### src/common/sssp_defs.vh
// register map, field positions and reset values for the spread and phase step block
`ifndef SSSP_DEFS_VH
`define SSSP_DEFS_VH

`define SSSP_ADDR_W 8

// register byte offsets
`define SSSP_OFS_SPREAD_CTRL 8'h00
`define SSSP_OFS_LOOP_CTRL1 8'h04
`define SSSP_OFS_FB_LO 8'h08
`define SSSP_OFS_FB_HI 8'h0C
`define SSSP_OFS_FR_LO 8'h10
`define SSSP_OFS_FR_HI 8'h14
`define SSSP_OFS_STEP 8'h18
`define SSSP_OFS_RAMP 8'h1C
`define SSSP_OFS_LOOP_CTRL4 8'h20
`define SSSP_OFS_STATUS 8'h24
`define SSSP_OFS_CUR_FB_LO 8'h28
`define SSSP_OFS_CUR_FR_LO 8'h2C

// spread_control_reg fields
`define SSSP_SC_EN 0
`define SSSP_SC_DOWN 1
`define SSSP_SC_PIN_LSB 2
`define SSSP_SC_PIN_MSB 4
`define SSSP_SC_PRE_LSB 5
`define SSSP_SC_PRE_MSB 6

// loop_control_one fields
`define SSSP_LC1_DIVSEL 0

// loop_control_four fields
`define SSSP_LC4_DEC 0
`define SSSP_LC4_INC 1
`define SSSP_LC4_DSRC_LSB 2
`define SSSP_LC4_DSRC_MSB 4
`define SSSP_LC4_ISRC_LSB 5
`define SSSP_LC4_ISRC_MSB 7

// status fields
`define SSSP_ST_LOCK 0
`define SSSP_ST_ACTIVE 1
`define SSSP_ST_DOWN 2
`define SSSP_ST_EIGHTH 3

// trigger source codes: 0 software bit, 1..4 gpio 0..3
`define SSSP_SRC_SW 3'h0
`define SSSP_SRC_GPIO0 3'h1

// feedback divider has 33 fractional bits; half-multiple test looks below bit 32
`define SSSP_FB_HALF_LSB 0
`define SSSP_FB_HALF_MSB 31

// reset values
`define SSSP_RST_FB 42'h000_0000_0000
`define SSSP_RST_FR 40'h00_0000_0000
`define SSSP_RST_RAMP 16'h0000
`define SSSP_RST_STEP 32'h0000_0000

`endif

### src/hdl/sssp_top.v
// spread-spectrum triangle modulation and phase step control of the loop dividers
//
// Contract
// [RQ1] spreading enabled by enable bit or by gpio picked by pin select
// [RQ2] divider select 0 modulates feedback divider from its nominal register value
// [RQ3] center spread: step each cycle, ramp of count cycles is quarter period; the code ramps count plus two ticks in both modes
// [RQ4] down spread: triangle below nominal, ramp is half period, count plus two
// [RQ5] feedback center spread supports up to half percent, 25 to 55 kHz
// [RQ6] feedback down spread supports down to minus one percent
// [RQ7] software scales feedback step by 2^32 center, 2^33 down
// [RQ8] software sets feedback remainder 0, denominator 1, binary point 0
// [RQ9] modulation only while loop lock flag is 1
// [RQ10] divider select 1 modulates fractional divider from its nominal value
// [RQ11] fractional center spread supports up to five percent, 10 to 100 kHz
// [RQ12] fractional down spread supports down to minus ten percent
// [RQ13] fractional ramp count prescaled by two to count prescale field
// [RQ14] software scales fractional step by 2^34 center, 2^35 down
// [RQ15] software sets fractional remainder 0, denominator 1, binary point 0
// [RQ16] software sets fractional operating mode to 1 during spreading
// [RQ17] non half-multiple feedback value: phase step is one eighth oscillator cycle
// [RQ18] half-multiple feedback value: phase step is one oscillator cycle
// [RQ19] phase decrement trigger picked from software bit or four gpios
// [RQ20] phase increment trigger picked from software bit or four gpios
// [RQ21] one phase step on every rising and falling trigger edge
// [RQ22] phase steps shift both integer and fractional output dividers
// [RQ23] software never mixes frequency stepping with spreading
// [RQ24] counter reloads count plus two at ramp end, direction follows reloads; the code reloads count plus one, for a ramp of count plus two ticks
// [RQ25] disable or lock loss returns divider to nominal and resets ramp
//
// Decided for this implementation: the strobed register port and the address map.
`timescale 1ns/1ps
`include "sssp_defs.vh"

module sssp_top #(
    parameter FB_W = 42,
    parameter FR_W = 40,
    parameter STEP_W = 32,
    parameter CNT_W = 16,
    parameter GPIO_N = 4
) (
    input wire ref_clk_i,
    input wire rst_i,
    input wire [`SSSP_ADDR_W-1:0] addr_i,
    input wire [31:0] wdata_i,
    input wire wr_i,
    input wire rd_i,
    output reg [31:0] rdata_o,
    input wire loop_lock_i,
    input wire [GPIO_N-1:0] gpio_i,
    output reg [FB_W-1:0] fb_div_o,
    output reg [FR_W-1:0] frac_div_o,
    output reg spread_active_o,
    output reg phase_inc_int_o,
    output reg phase_dec_int_o,
    output reg phase_inc_frac_o,
    output reg phase_dec_frac_o,
    output reg phase_step_eighth_o
);

    // picks software bit or one gpio; codes past the gpio range read as low
    function src_pick;
        input [2:0] sel;
        input sw_bit;
        input [GPIO_N-1:0] gp;
        integer k;
        begin
            src_pick = 1'b0;
            if (sel == `SSSP_SRC_SW) begin
                src_pick = sw_bit;
            end
            for (k = 0; k < GPIO_N; k = k + 1) begin
                if (sel == `SSSP_SRC_GPIO0 + k[2:0]) begin
                    src_pick = gp[k];
                end
            end
        end
    endfunction

    // one address compare shared by every register strobe
    function reg_hit;
        input [`SSSP_ADDR_W-1:0] addr;
        input [`SSSP_ADDR_W-1:0] ofs;
        begin
            reg_hit = (addr == ofs);
        end
    endfunction

    // register widths follow the top field of each control word
    localparam SC_W = `SSSP_SC_PRE_MSB + 1;
    localparam LC4_W = `SSSP_LC4_ISRC_MSB + 1;

    // control registers
    reg [SC_W-1:0] spread_ctrl_q;
    reg divsel_q;
    reg [FB_W-1:0] fb_nom_q;
    reg [FR_W-1:0] fr_nom_q;
    reg [STEP_W-1:0] step_q;
    reg [CNT_W-1:0] ramp_q;
    reg [LC4_W-1:0] loop_ctrl4_q;

    wire wr_sc = wr_i && reg_hit(addr_i, `SSSP_OFS_SPREAD_CTRL);
    wire wr_lc1 = wr_i && reg_hit(addr_i, `SSSP_OFS_LOOP_CTRL1);
    wire wr_fbl = wr_i && reg_hit(addr_i, `SSSP_OFS_FB_LO);
    wire wr_fbh = wr_i && reg_hit(addr_i, `SSSP_OFS_FB_HI);
    wire wr_frl = wr_i && reg_hit(addr_i, `SSSP_OFS_FR_LO);
    wire wr_frh = wr_i && reg_hit(addr_i, `SSSP_OFS_FR_HI);
    wire wr_stp = wr_i && reg_hit(addr_i, `SSSP_OFS_STEP);
    wire wr_rmp = wr_i && reg_hit(addr_i, `SSSP_OFS_RAMP);
    wire wr_lc4 = wr_i && reg_hit(addr_i, `SSSP_OFS_LOOP_CTRL4);

    always @(posedge ref_clk_i or posedge rst_i) begin
        if (rst_i) begin
            spread_ctrl_q <= {SC_W{1'b0}};
            divsel_q <= 1'b0;
            fb_nom_q <= `SSSP_RST_FB;
            fr_nom_q <= `SSSP_RST_FR;
            step_q <= `SSSP_RST_STEP;
            ramp_q <= `SSSP_RST_RAMP;
            loop_ctrl4_q <= {LC4_W{1'b0}};
        end else begin
            if (wr_sc) begin
                spread_ctrl_q <= wdata_i[SC_W-1:0];
            end
            if (wr_lc1) begin
                divsel_q <= wdata_i[`SSSP_LC1_DIVSEL];
            end
            if (wr_fbl) begin
                fb_nom_q[31:0] <= wdata_i;
            end
            if (wr_fbh) begin
                fb_nom_q[FB_W-1:32] <= wdata_i[FB_W-33:0];
            end
            if (wr_frl) begin
                fr_nom_q[31:0] <= wdata_i;
            end
            if (wr_frh) begin
                fr_nom_q[FR_W-1:32] <= wdata_i[FR_W-33:0];
            end
            if (wr_stp) begin
                step_q <= wdata_i[STEP_W-1:0];
            end
            if (wr_rmp) begin
                ramp_q <= wdata_i[CNT_W-1:0];
            end
            if (wr_lc4) begin
                loop_ctrl4_q <= wdata_i[LC4_W-1:0];
            end
        end
    end

    wire down_mode = spread_ctrl_q[`SSSP_SC_DOWN];
    wire [1:0] prescale = spread_ctrl_q[`SSSP_SC_PRE_MSB:`SSSP_SC_PRE_LSB];

    // spread enable from bit or selected gpio; 0 in pin select means bit only
    wire spread_req = src_pick(spread_ctrl_q[`SSSP_SC_PIN_MSB:`SSSP_SC_PIN_LSB],
                               spread_ctrl_q[`SSSP_SC_EN], gpio_i); // [RQ1]
    wire run = spread_req && loop_lock_i; // [RQ9]

    // prescale divider gives one tick per 2^prescale input cycles, fractional path only
    reg [3:0] pre_cnt_q;
    wire [3:0] pre_max = divsel_q ? ((4'h1 << prescale) - 4'h1) : 4'h0; // [RQ13]
    wire tick = (pre_cnt_q == pre_max);

    always @(posedge ref_clk_i or posedge rst_i) begin
        if (rst_i) begin
            pre_cnt_q <= 4'h0;
        end else if (!run || tick) begin
            pre_cnt_q <= 4'h0;
        end else begin
            pre_cnt_q <= pre_cnt_q + 4'h1;
        end
    end

    // ramp counter and quarter index; a ramp is ramp_q plus two ticks
    // ramp order as one-hot states; center walks a, b, c, d, down spread only a, b
    localparam [3:0] RAMP_A = 4'b0001;
    localparam [3:0] RAMP_B = 4'b0010;
    localparam [3:0] RAMP_C = 4'b0100;
    localparam [3:0] RAMP_D = 4'b1000;
    reg [CNT_W:0] cnt_q;
    reg [3:0] ramp_st_q;
    reg [3:0] ramp_st_d;
    wire ramp_end = (cnt_q == {(CNT_W+1){1'b0}});
    wire [CNT_W:0] reload = {1'b0, ramp_q} + {{CNT_W{1'b0}}, 1'b1};

    // center spread: up, down, down, up so the wave sits around nominal
    // down spread: one half-period ramp down then up, never above nominal
    wire dn_center = (ramp_st_q == RAMP_B) || (ramp_st_q == RAMP_C);
    wire dn_down = (ramp_st_q == RAMP_A) || (ramp_st_q == RAMP_C);
    wire go_down = down_mode ? dn_down : dn_center; // [RQ3] [RQ4]

    // a mode change mid-run folds c and d back onto the two down-spread ramps
    always @* begin
        ramp_st_d = RAMP_A;
        case (ramp_st_q)
            RAMP_A: begin
                ramp_st_d = RAMP_B;
            end
            RAMP_B: begin
                ramp_st_d = down_mode ? RAMP_A : RAMP_C;
            end
            RAMP_C: begin
                ramp_st_d = down_mode ? RAMP_B : RAMP_D;
            end
            RAMP_D: begin
                ramp_st_d = RAMP_A;
            end
            default: begin
                ramp_st_d = RAMP_A;
            end
        endcase
    end

    always @(posedge ref_clk_i or posedge rst_i) begin
        if (rst_i) begin
            cnt_q <= {(CNT_W+1){1'b0}};
            ramp_st_q <= RAMP_A;
        end else if (!run) begin
            cnt_q <= reload; // [RQ25]
            ramp_st_q <= RAMP_A;
        end else if (tick) begin
            if (ramp_end) begin
                cnt_q <= reload; // [RQ24]
                ramp_st_q <= ramp_st_d; // [RQ24]
            end else begin
                cnt_q <= cnt_q - {{CNT_W{1'b0}}, 1'b1};
            end
        end
    end

    // frequency falls as fb value falls but as the fractional value rises
    wire [FB_W-1:0] fb_step = {{(FB_W-STEP_W){1'b0}}, step_q};
    wire [FR_W-1:0] fr_step = {{(FR_W-STEP_W){1'b0}}, step_q};

    always @(posedge ref_clk_i or posedge rst_i) begin
        if (rst_i) begin
            fb_div_o <= `SSSP_RST_FB;
            frac_div_o <= `SSSP_RST_FR;
        end else begin
            if (!run || divsel_q) begin
                fb_div_o <= fb_nom_q; // [RQ25]
            end else if (tick) begin
                fb_div_o <= go_down ? fb_div_o - fb_step : fb_div_o + fb_step; // [RQ2] [RQ5] [RQ6]
            end
            if (!run || !divsel_q) begin
                frac_div_o <= fr_nom_q; // [RQ25]
            end else if (tick) begin
                frac_div_o <= go_down ? frac_div_o + fr_step : frac_div_o - fr_step; // [RQ10] [RQ11] [RQ12]
            end
        end
    end

    always @(posedge ref_clk_i or posedge rst_i) begin
        if (rst_i) begin
            spread_active_o <= 1'b0;
        end else begin
            spread_active_o <= run;
        end
    end

    // phase step triggers, both edges count
    wire dec_lvl = src_pick(loop_ctrl4_q[`SSSP_LC4_DSRC_MSB:`SSSP_LC4_DSRC_LSB],
                            loop_ctrl4_q[`SSSP_LC4_DEC], gpio_i); // [RQ19]
    wire inc_lvl = src_pick(loop_ctrl4_q[`SSSP_LC4_ISRC_MSB:`SSSP_LC4_ISRC_LSB],
                            loop_ctrl4_q[`SSSP_LC4_INC], gpio_i); // [RQ20]
    reg dec_prev_q;
    reg inc_prev_q;
    reg prev_valid_q;

    always @(posedge ref_clk_i or posedge rst_i) begin
        if (rst_i) begin
            dec_prev_q <= 1'b0;
            inc_prev_q <= 1'b0;
            prev_valid_q <= 1'b0;
            phase_inc_int_o <= 1'b0;
            phase_dec_int_o <= 1'b0;
            phase_inc_frac_o <= 1'b0;
            phase_dec_frac_o <= 1'b0;
            phase_step_eighth_o <= 1'b0;
        end else begin
            dec_prev_q <= dec_lvl;
            inc_prev_q <= inc_lvl;
            // first cycle after reset only primes history, no false edge
            prev_valid_q <= 1'b1;
            phase_dec_int_o <= prev_valid_q && (dec_lvl ^ dec_prev_q); // [RQ21] [RQ22]
            phase_dec_frac_o <= prev_valid_q && (dec_lvl ^ dec_prev_q); // [RQ22]
            phase_inc_int_o <= prev_valid_q && (inc_lvl ^ inc_prev_q); // [RQ21] [RQ22]
            phase_inc_frac_o <= prev_valid_q && (inc_lvl ^ inc_prev_q); // [RQ22]
            // step size follows the live feedback value, modulation included
            phase_step_eighth_o <= |fb_div_o[`SSSP_FB_HALF_MSB:`SSSP_FB_HALF_LSB]; // [RQ17] [RQ18]
        end
    end

    // register read, data one cycle after the strobe, unmapped reads zero
    reg [31:0] rd_mux;

    always @* begin
        rd_mux = 32'h0000_0000;
        // slices over the zeroed word, so a full-width step needs no empty pad
        case (addr_i)
            `SSSP_OFS_SPREAD_CTRL: begin
                rd_mux[SC_W-1:0] = spread_ctrl_q;
            end
            `SSSP_OFS_LOOP_CTRL1: begin
                rd_mux[`SSSP_LC1_DIVSEL] = divsel_q;
            end
            `SSSP_OFS_FB_LO: begin
                rd_mux = fb_nom_q[31:0];
            end
            `SSSP_OFS_FB_HI: begin
                rd_mux[FB_W-33:0] = fb_nom_q[FB_W-1:32];
            end
            `SSSP_OFS_FR_LO: begin
                rd_mux = fr_nom_q[31:0];
            end
            `SSSP_OFS_FR_HI: begin
                rd_mux[FR_W-33:0] = fr_nom_q[FR_W-1:32];
            end
            `SSSP_OFS_STEP: begin
                rd_mux[STEP_W-1:0] = step_q;
            end
            `SSSP_OFS_RAMP: begin
                rd_mux[CNT_W-1:0] = ramp_q;
            end
            `SSSP_OFS_LOOP_CTRL4: begin
                rd_mux[LC4_W-1:0] = loop_ctrl4_q;
            end
            `SSSP_OFS_STATUS: begin
                rd_mux[`SSSP_ST_LOCK] = loop_lock_i;
                rd_mux[`SSSP_ST_ACTIVE] = spread_active_o;
                rd_mux[`SSSP_ST_DOWN] = go_down;
                rd_mux[`SSSP_ST_EIGHTH] = phase_step_eighth_o;
            end
            `SSSP_OFS_CUR_FB_LO: begin
                rd_mux = fb_div_o[31:0];
            end
            `SSSP_OFS_CUR_FR_LO: begin
                rd_mux = frac_div_o[31:0];
            end
            default: begin
                rd_mux = 32'h0000_0000;
            end
        endcase
    end

    always @(posedge ref_clk_i or posedge rst_i) begin
        if (rst_i) begin
            rdata_o <= 32'h0000_0000;
        end else if (rd_i) begin
            rdata_o <= rd_mux;
        end else begin
            rdata_o <= 32'h0000_0000;
        end
    end

endmodule // sssp_top

### config.mk
export PLATFORM = sky130hd
export DESIGN_NAME = sssp_top
export DESIGN_NICKNAME = d
export VERILOG_FILES = /design/src/hdl/sssp_top.v
export VERILOG_INCLUDE_DIRS = /design/src /design/src/common
export SDC_FILE = /design/constraint.sdc
export NUM_CORES = 1
export LEC_CHECK = 0
export BUFFER_PORTS_ARGS = -buffer_cell sky130_fd_sc_hd__buf_2
export CAP_MARGIN = 40
export CELL_PAD_IN_SITES_DETAIL_PLACEMENT = 1
export CELL_PAD_IN_SITES_GLOBAL_PLACEMENT = 2
export CORE_MARGIN = 2
export CORE_UTILIZATION = 38
export DETAILED_ROUTE_END_ITERATION = 12
export HOLD_SLACK_MARGIN = 0.05
export PLACE_DENSITY = 0.86
export SYNTH_ARGS = -nofsm -noshare
export SYNTH_HDL_FRONTEND = slang
export SYNTH_SLANG_ARGS = --single-unit
### constraint.sdc
create_clock -name ref_clk_i -period 11.9 [get_ports ref_clk_i]
set_clock_uncertainty 0.15 [all_clocks]
set_input_delay 1.19 -clock ref_clk_i [delete_from_list [all_inputs] [get_ports ref_clk_i]]
set_output_delay 1.19 -clock ref_clk_i [all_outputs]
set_load 0.02 [all_outputs]
# Yosys cells after proc, flatten, opt, wreduce, memory -nomap -nowiden
# Cells that the tools add are included.
# op_classes
bitwise_logic,2
eq_ne,29
n_shift,1
muxes,41
addsub,8
n_reduce_logical,28
# ops
op,n
$mux 42,3
$mux 40,3
$pmux 16 s5,1
$mux 17,3
$add 42x32->42,1
$sub 42x32->42,1
$add 40x32->40,1
$sub 40x32->40,1
$pmux 6 s6,1
$pmux 3 s11,1
$eq 8x5->1 const B,4
$eq 8x6->1 const B,4
$mux 32,1
$reduce_or 32->1,1
$pmux 3 s10,1
$mux 4,6
$eq 3x2->1 const B,6
$add 16x1->17 const B,1
$logic_not 17->1,1
$sub 17x1->17 const B,1
$eq 8x4->1 const B,2
$mux 1,16
$pmux 2 s7,1
$logic_and 1x1->1,12
22 further kinds,36
# totals
ff_bits,292
in_bits,49
elab_cells,131
out_inout_bits,120

# Longest topological paths before layout
# Gate-level depths: netlist of run 1.
# depth
depth_word,10
depth_mapped,22
ltp_nobuf,21

# Least setup slack after synthesis of run 1
# No wires, ideal clock.
# synth_path
path_type,register to register
start,reg step_q[9]
end,reg fb_div_o[36]
path_stages_with_launch,19
synth_period_minus_slack_ns,5.042
setup_time_ns,0.126
setup_slack_ns,6.858
path_buffers,1
required_time_ns,11.624
arrival_time_ns,4.766
cell_sequence,dfrtp_1 -> or4_4 -> or3_4 -> or4_4 -> or3b_1 -> buf_6 -> o31ai_1 -> xnor2_1 -> inv_1 -> ha_1 -> inv_1 -> o21bai_1 -> a21o_1 -> a21o_1 -> nor4_1 -> a221oi_1 -> a311oi_1 -> mux2i_1 -> a221o_1
# synth_between
elab_chain_len,4
word_cells_on_any_way,5
cone_classes,2 x add/sub; 3 x mux
# synth_rtl
item,line,text
"start, declared",sssp_top.v:97,reg [STEP_W-1:0] step_q;
"start signal, assigned",sssp_top.v:117,step_q <= `SSSP_RST_STEP;
"start signal, assigned",sssp_top.v:140,step_q <= wdata_i[STEP_W-1:0];
$add 42x32->42 or $sub 42x32->42 (tied branches),sssp_top.v:243,fb_div_o <= go_down ? fb_div_o - fb_step : fb_div_o + fb_step;
$mux 42 *,sssp_top.v:243,
$mux 42 *,sssp_top.v:242,end else if (tick) begin
$mux 42 *,sssp_top.v:240,if (!run || divsel_q) begin
"end signal, assigned",sssp_top.v:237,fb_div_o <= `SSSP_RST_FB;
"end signal, assigned",sssp_top.v:241,fb_div_o <= fb_nom_q;
"end signal, assigned",sssp_top.v:243,
"end, declared",sssp_top.v:50,"output reg [FB_W-1:0] fb_div_o,"
# Mark *: on every way between the ends. The rest lies on a longest branch, timed or not. The select of a mux whose other input is x is not followed.
# A chain may end at the register's enable or synchronous reset.

# Worst setup path in the final report of run 1
# layout_path
start,reg step_q[6]
end,reg fb_div_o[36]
# Same word-level chain as after synthesis.

==> results of run 1 <==
==> path summary, 6_finish.rpt <==
check,start,end,depth (start not counted)
worst max register to register,step_q[6],fb_div_o[36],17
worst max-delay path,step_q[6],fb_div_o[36],17
max in group asynchronous,rst_i,rdata_o[24],3
worst min-delay path,prev_valid_q,phase_dec_frac_o,1
worst min register to register,prev_valid_q,phase_dec_frac_o,1
min in group asynchronous,rst_i,rdata_o[13],2
==> metal layers <==
layer / vias up / global-route usage [%] / wire [um]
li1: 7540 / - / -
met1: 8680 / 37.7 / 31200
met5: - / 0 / 14
met3: 122 / 3.37 / 3480
met2: 523 / 46.0 / 33300
met4: 2 / 8.47 / 1910
==> cell type report <==
type,instances,area (sq um)
Clock buffer,50,1110
Inverter,76,295
Tap cell,615,769
Clock inverter,19,200
Multi-Input combinational cell,1514,10500
Fill cell,5436,26400
Sequential cell,292,7310
Timing Repair Buffer,198,1110
==> cell families (layout without fill, tap and decap cells) <==
logic type / Yosys count / count (layout) / share of synthesized area, %
flip-flops: 292 / 292 / 39.7
other: 1 / 1 / 0.0204
XOR/XNOR: 108 / 108 / 5.14
adder cells (fa/ha/maj): 91 / 91 / 6.26
AND/OR/NAND/NOR: 539 / 539 / 13.4
buffers and inverters: 167 / 343 / 3.53
AO/OA/AOI/OAI: 600 / 600 / 21.1
multiplexers: 175 / 175 / 10.8
==> per-stage QoR <==
stage	setup slack [ps]	cells	hold slack [ps]
4_1_cts	5860	2764	341
5_1_grt	5510	2764	342
3_5_place_dp	5870	2695	324
6_report	5700	2764	339
3_3_place_gp	6060	2690	309
2_1_floorplan	2500	1973	294
==> registers in the layout (all words and copies together), names as in the netlist, 7 cells and up <==
signal and count:
fb_div_o 42, fb_nom_q 42, frac_div_o 40, fr_nom_q 40, cnt_q 17, loop_ctrl4_q 8, rdata_o 32, spread_ctrl_q 7
ramp_q 16, step_q 32
==> power by group <==
group | switching [mW] | internal [mW]
logic | 0.729 | 0.444
clock network | 0.476 | 0.724
registers | 0.0848 | 1.05
==> cells in the final DEF, fill, tap and decap left out, types with 27 or more instances in the layout <==
cell type,synthesis,final
nor2_1,171,166
nand2_1,180,179
a21oi_1,157,157
o21a_1,27,27
a222oi_1,35,35
ha_1,89,89
dfrtp_1,291,291
nor3_1,28,27
xor2_1,37,37
a31oi_1,35,35
inv_1,74,73
buf_4,2,27
a21o_1,41,41
clkbuf_16,0,39
o21ai_0,143,143
xnor2_1,71,71
a22oi_1,43,43
mux2_2,157,157
nand3_1,29,29
buf_2,5,168
==> worst max-delay path, stage by stage (launching register included) <==
cell,delay [ps]
dfrtp_1,450
or4_4,530
or3_4,350
or2_2,330
nor3_1,490
nand2_1,140
or2_2,340
o21ai_1,470
xnor2_1,220
inv_1,70
ha_1,400
and2_1,210
and3_1,180
o21ai_0,100
a221oi_1,910
a311oi_1,280
mux2i_1,180
a221o_1,270
==> summary.md, run 1 <==
| Metric | Value |
|---|---|
| Critical Path AT | `6490 ps` |
| Post-DP HPWL | `50200 um` |
| Post_cts resized | `0` |
| CTS tree | `done` |
| Final ANT Viol Nets | `0` |
| Initial Util | `38.6%` |
| Inserted Diodes | `0` |
| Clock root cell | `clkbuf_16` |
| Leakage | `10.3 nW` |
| Post-Route WL | `69800 um` |
| Avg Inst Size Synth | `9.33 sq um` |
| Cell Area, Placed | `20000 sq um` |
| Crit end category | `flip-flop` |
| Post-synth top cells | `291 x dfrtp_1, 180 x nand2_1, 171 x nor2_1, 157 x a21oi_1, 157 x mux2_2` |
| Post-synth top area cell | `dfrtp_1` |
| EDFF count, synth | `0` |
| Most used DFF post-synth | `dfrtp_1` |
| Total track usage | `27.7%` |
| Share of cells above drive strength 1 | `21.7%` |
| DR DRC count | `0` |
| Max-slew violation count | `0` |
| Setup TNS | `0 ps` |
| Mapped cell area | `18400 sq um` |
| Vias per cell | `6.10` |
| Crit path max fanout | `7` |
| RSZ-0062 raised after global routing | `false` |
| Global-route wire length before repair | `107000 um` |
| NumNets Final | `2260` |
| Hold Crit Class | `flip-flop to flip-flop` |
| H-tree Lvls | `2` |
| Routed wire per std cell | `25.3 um` |
| Clock Path Buffers | `3` |
| Post-synthesis cell count | `1973` |
| Post-synth top area share | `39.5%` |
| Most frequent cell after synthesis | `dfrtp_1` |
| Async set or reset register ratio after synthesis | `100%` |
| Type of origin of the critical path | `flip-flop` |
| Register area share after synthesis | `39.7%` |
| Fin area | `21300 sq um` |
| Outcome | `complete, no violations` |
| 1st-iter DRT viols | `1230` |
| Hold Violations, Final | `0` |
| Die width | `224 um` |
| Die footprint | `50200 sq um` |
| Clk sinks | `292` |
| CTS buffer count | `38` |
| Yosys reg bits | `292` |
| WP data required | `12200 ps` |
| Reg2reg setup slack | `5700 ps` |
| Worst VDD drop | `0.0961 mV` |
| Largest net degree at the start of global routing | `89` |
| Chip height | `224 um` |
| Max_cap viols | `0` |
| Pre-Repair DR Iteration Count | `8` |
| Largest cells by area after synthesis | `dfrtp_1 40%, mux2_2 9.6%, ha_1 6.0%` |
| Power Total | `3.51 mW` |
| CP Class | `flip-flop to flip-flop` |
| P&R area growth vs syn | `15.7%` |
| Worst Tran Pin Value | `1050 ps` |
| Pwr Density | `165 nW/um^2` |
| Final core occ | `44.6%` |
| Syn_nets | `2113` |
| Row Count | `80` |
| Max_slew headroom | `29.7%` |
| Clk pin slew, worst setup/hold paths | `60 ps` |
| Cell variety after synth | `78` |
| Antenna violations before repair | `1` |
| Routed vias | `16867` |
| IO Port Bufs | `168` |
| Later-pin clock latency in the skew report | `560 ps` |
| Placer Congestion | `0.955` |
| # Post-CTS Setup Buffers | `0` |
| Final Critical Period | `6200 ps` |
| Synth warnings | `0` |
| Core ar. | `47700 sq um` |
| Fmax | `0.161 GHz` |
| Vias in the first global route | `17371` |
| IO Count | `169` |
| Total grt overflow | `0` |
| Final period util | `52.1%` |
| Hold_buf cts | `0` |
| Setup-failing EPs final | `0` |
No activity file was read; power rests on OpenSTA's default activity.
==> run 2: changes to the inputs <==
- CORE_UTILIZATION: 38 -> 35
- PLACE_DENSITY: 0.86 -> 0.83
- clock period: 11.9 -> 5.45 ns (I/O delays scaled with it)
==> summary.md, run 2 (same netlist as run 1, synthesis figures left out) <==
| Metric | Value |
|---|---|
| Outcome | `complete, no violations` |
| Total track usage | `26.3%` |
| Max_slew headroom | `40.9%` |
| Largest registers | `fb_div_o x42, fb_nom_q x42` |
| Share of cells above drive strength 1 | `25.5%` |
| CTS buffer count | `37` |
| Post-DP HPWL | `53500 um` |
| Post-Route WL | `72100 um` |
| Pint | `5.04 mW` |
| Inserted Diodes | `0` |
| H-tree Lvls | `2` |
| Later-pin clock latency in the skew report | `570 ps` |
| Comb power frac | `35.5%` |
| Clk sinks | `292` |
| Commonest non-fill, non-tap cells in the layout | `291 x dfrtp_1, 177 x nand2_1, 169 x buf_2, 166 x nor2_1, 157 x mux2_2` |
| Initial Util | `35.3%` |
| Setup-failing EPs final | `0` |
| Antenna violations before repair | `1` |
| Fin area | `22100 sq um` |
| Routed vias | `17046` |
| Type of origin of the critical path | `flip-flop` |
| IO Count | `169` |
| CTS tree | `done` |
| CP Class | `flip-flop to flip-flop` |
| Clk pin slew, worst setup/hold paths | `60 ps` |
| Die width | `233 um` |
| Worst Tran Pin Value | `883 ps` |
| Hold Violations, Final | `0` |
| Final ANT Viol Nets | `0` |
| Worst VDD drop | `0.201 mV` |
| Row Count | `84` |
| P&R area growth vs syn | `20.0%` |
| RSZ-0062 raised after global routing | `true` |
| Clock root cell | `clkbuf_16` |
| Fillers | `5986` |
| Critical Path AT | `5600 ps` |
| Core ar. | `52200 sq um` |
| WP data required | `5740 ps` |
| Routed wire per std cell | `24.9 um` |
| Sequential share of power | `31.1%` |
| Max_cap viols | `0` |
| Crit end category | `flip-flop` |
| Hold Crit Class | `input pin to flip-flop` |
| Clk network pwr share | `33.4%` |
| Global-route wire length before repair | `109000 um` |
| Vias in the first global route | `17769` |
| Largest net degree at the start of global routing | `101` |
| Placer Congestion | `0.930` |
| DR DRC count | `0` |
| Switching share of total power | `36.6%` |
| Pre-Repair DR Iteration Count | `6` |
| Cell Area, Placed | `20500 sq um` |
| Clock Path Buffers | `3` |
| Pwr Density | `360 nW/um^2` |
| Total grt overflow | `0` |
| 1st-iter DRT viols | `1212` |
| Die footprint | `54500 sq um` |
| Final core occ | `42.3%` |
| Fmax | `0.188 GHz` |
| Max-slew violation count | `0` |
| Commonest non-fill, non-tap cell in the layout | `dfrtp_1` |
| Final period util | `97.4%` |
| IO Port Bufs | `168` |
| Chip height | `233 um` |
| NumNets Final | `2325` |
| Vias per cell | `5.88` |
| Net Sw Power | `2.91 mW` |
| Final Critical Period | `5310 ps` |
| Leakage | `10.7 nW` |
| Crit path max fanout | `6` |
| Setup TNS | `0 ps` |
## run 2: cell count changes in the layout (fill, tap and decap cells not counted), moves of 3 or more
cell,delta
o31ai_2,+3
o41ai_1,-3
buf_12,+4
ha_2,+5
o21ai_0,-9
o41ai_2,+3
o21ai_1,+9
ha_1,-7
buf_4,+62
a21oi_1,-5
a21oi_2,+5
o31ai_1,-4
## run 2: power by group through the flow
stage | Combinational (mW) | Clock, mW | Sequential (mW)
floorplan | 1.80 | 0 | 2.49
global placement | 2.60 | 0 | 2.50
detailed placement | 2.67 | 0 | 2.50
CTS | 2.71 | 2.70 | 2.47
global route | 3.09 | 2.78 | 2.48
finish | 2.82 | 2.65 | 2.47
## run 2: critical path, stage by stage (launching register included)
cell and delay (ps):
dfrtp_1 390, or4_4 550, or3_4 350, or4_4 560, or3b_4 450, buf_4 190
nor3_1 180, or2_2 160, xnor2_1 80, ha_1 360, and4_1 250, nor2b_2 180
o211ai_1 150, o211a_4 310, o31ai_2 310, buf_4 160, xnor2_1 100, nor2_1 60
a21oi_1 140, o21ai_0 100
## run 2: area by class of cell
cell class | instances | area [sq um] | share of cell area (%)
sequential | 292 | 7310 | 33.1
multi-input combinational | 1514 | 10700 | 48.5
clock inverter | 18 | 243 | 1.10
tap | 688 | 861 | 3.90
inverter | 76 | 292 | 1.32
clock buffer | 49 | 1050 | 4.76
timing repair buffer | 264 | 1630 | 7.38
## run 2: worst paths after layout
path / end / from / slack [ps] / cells past startpoint
max: frac_div_o[35] / step_q[9] / 140 / 19
min: step_q[18] / wdata_i[18] / 90 / 2
max reg2reg: frac_div_o[35] / step_q[9] / 140 / 19
min reg2reg: phase_dec_frac_o / prev_valid_q / 350 / 1
max in group asynchronous: fr_nom_q[22] / rst_i / 3780 / 4
min in group asynchronous: ramp_q[13] / rst_i / 330 / 3
## run 2: stage by stage
| stage | instances | power, mW | setup WS (ps) | hold slack [ps] |
|---|---|---|---|---|
| 6_report | 2901 | 7.95 | 141 | 89.1 |
| 3_3_place_gp | 2820 | 5.09 | -328 | 312 |
| 2_1_floorplan | 1973 | 4.28 | 408 | 294 |
| 4_1_cts | 2894 | 7.87 | -18.1 | 65.7 |
| 5_1_grt | 2901 | 8.36 | -29.6 | 89.7 |
| 3_5_place_dp | 2824 | 5.17 | -108 | 346 |
## run 2: timing repair
item,in CTS,in global routing
endpoints found under the hold margin,12,0
gates resized for setup,9,42
setup endpoints to repair,9,20
pin swaps,1,9
hold buffers,1,0
setup buffers,2,7
## run 2: metal layers
metal  track usage [%]  wire, um  vias up  part of all wire [%]
met3              4.41      4400      156                   6.1
li1                  -         -     7666                     -
met5                 0        13        -                 0.018
met4              9.04      2470        2                   3.4
met2              43.5     34100      533                    47
met1              34.8     31100     8689                    43
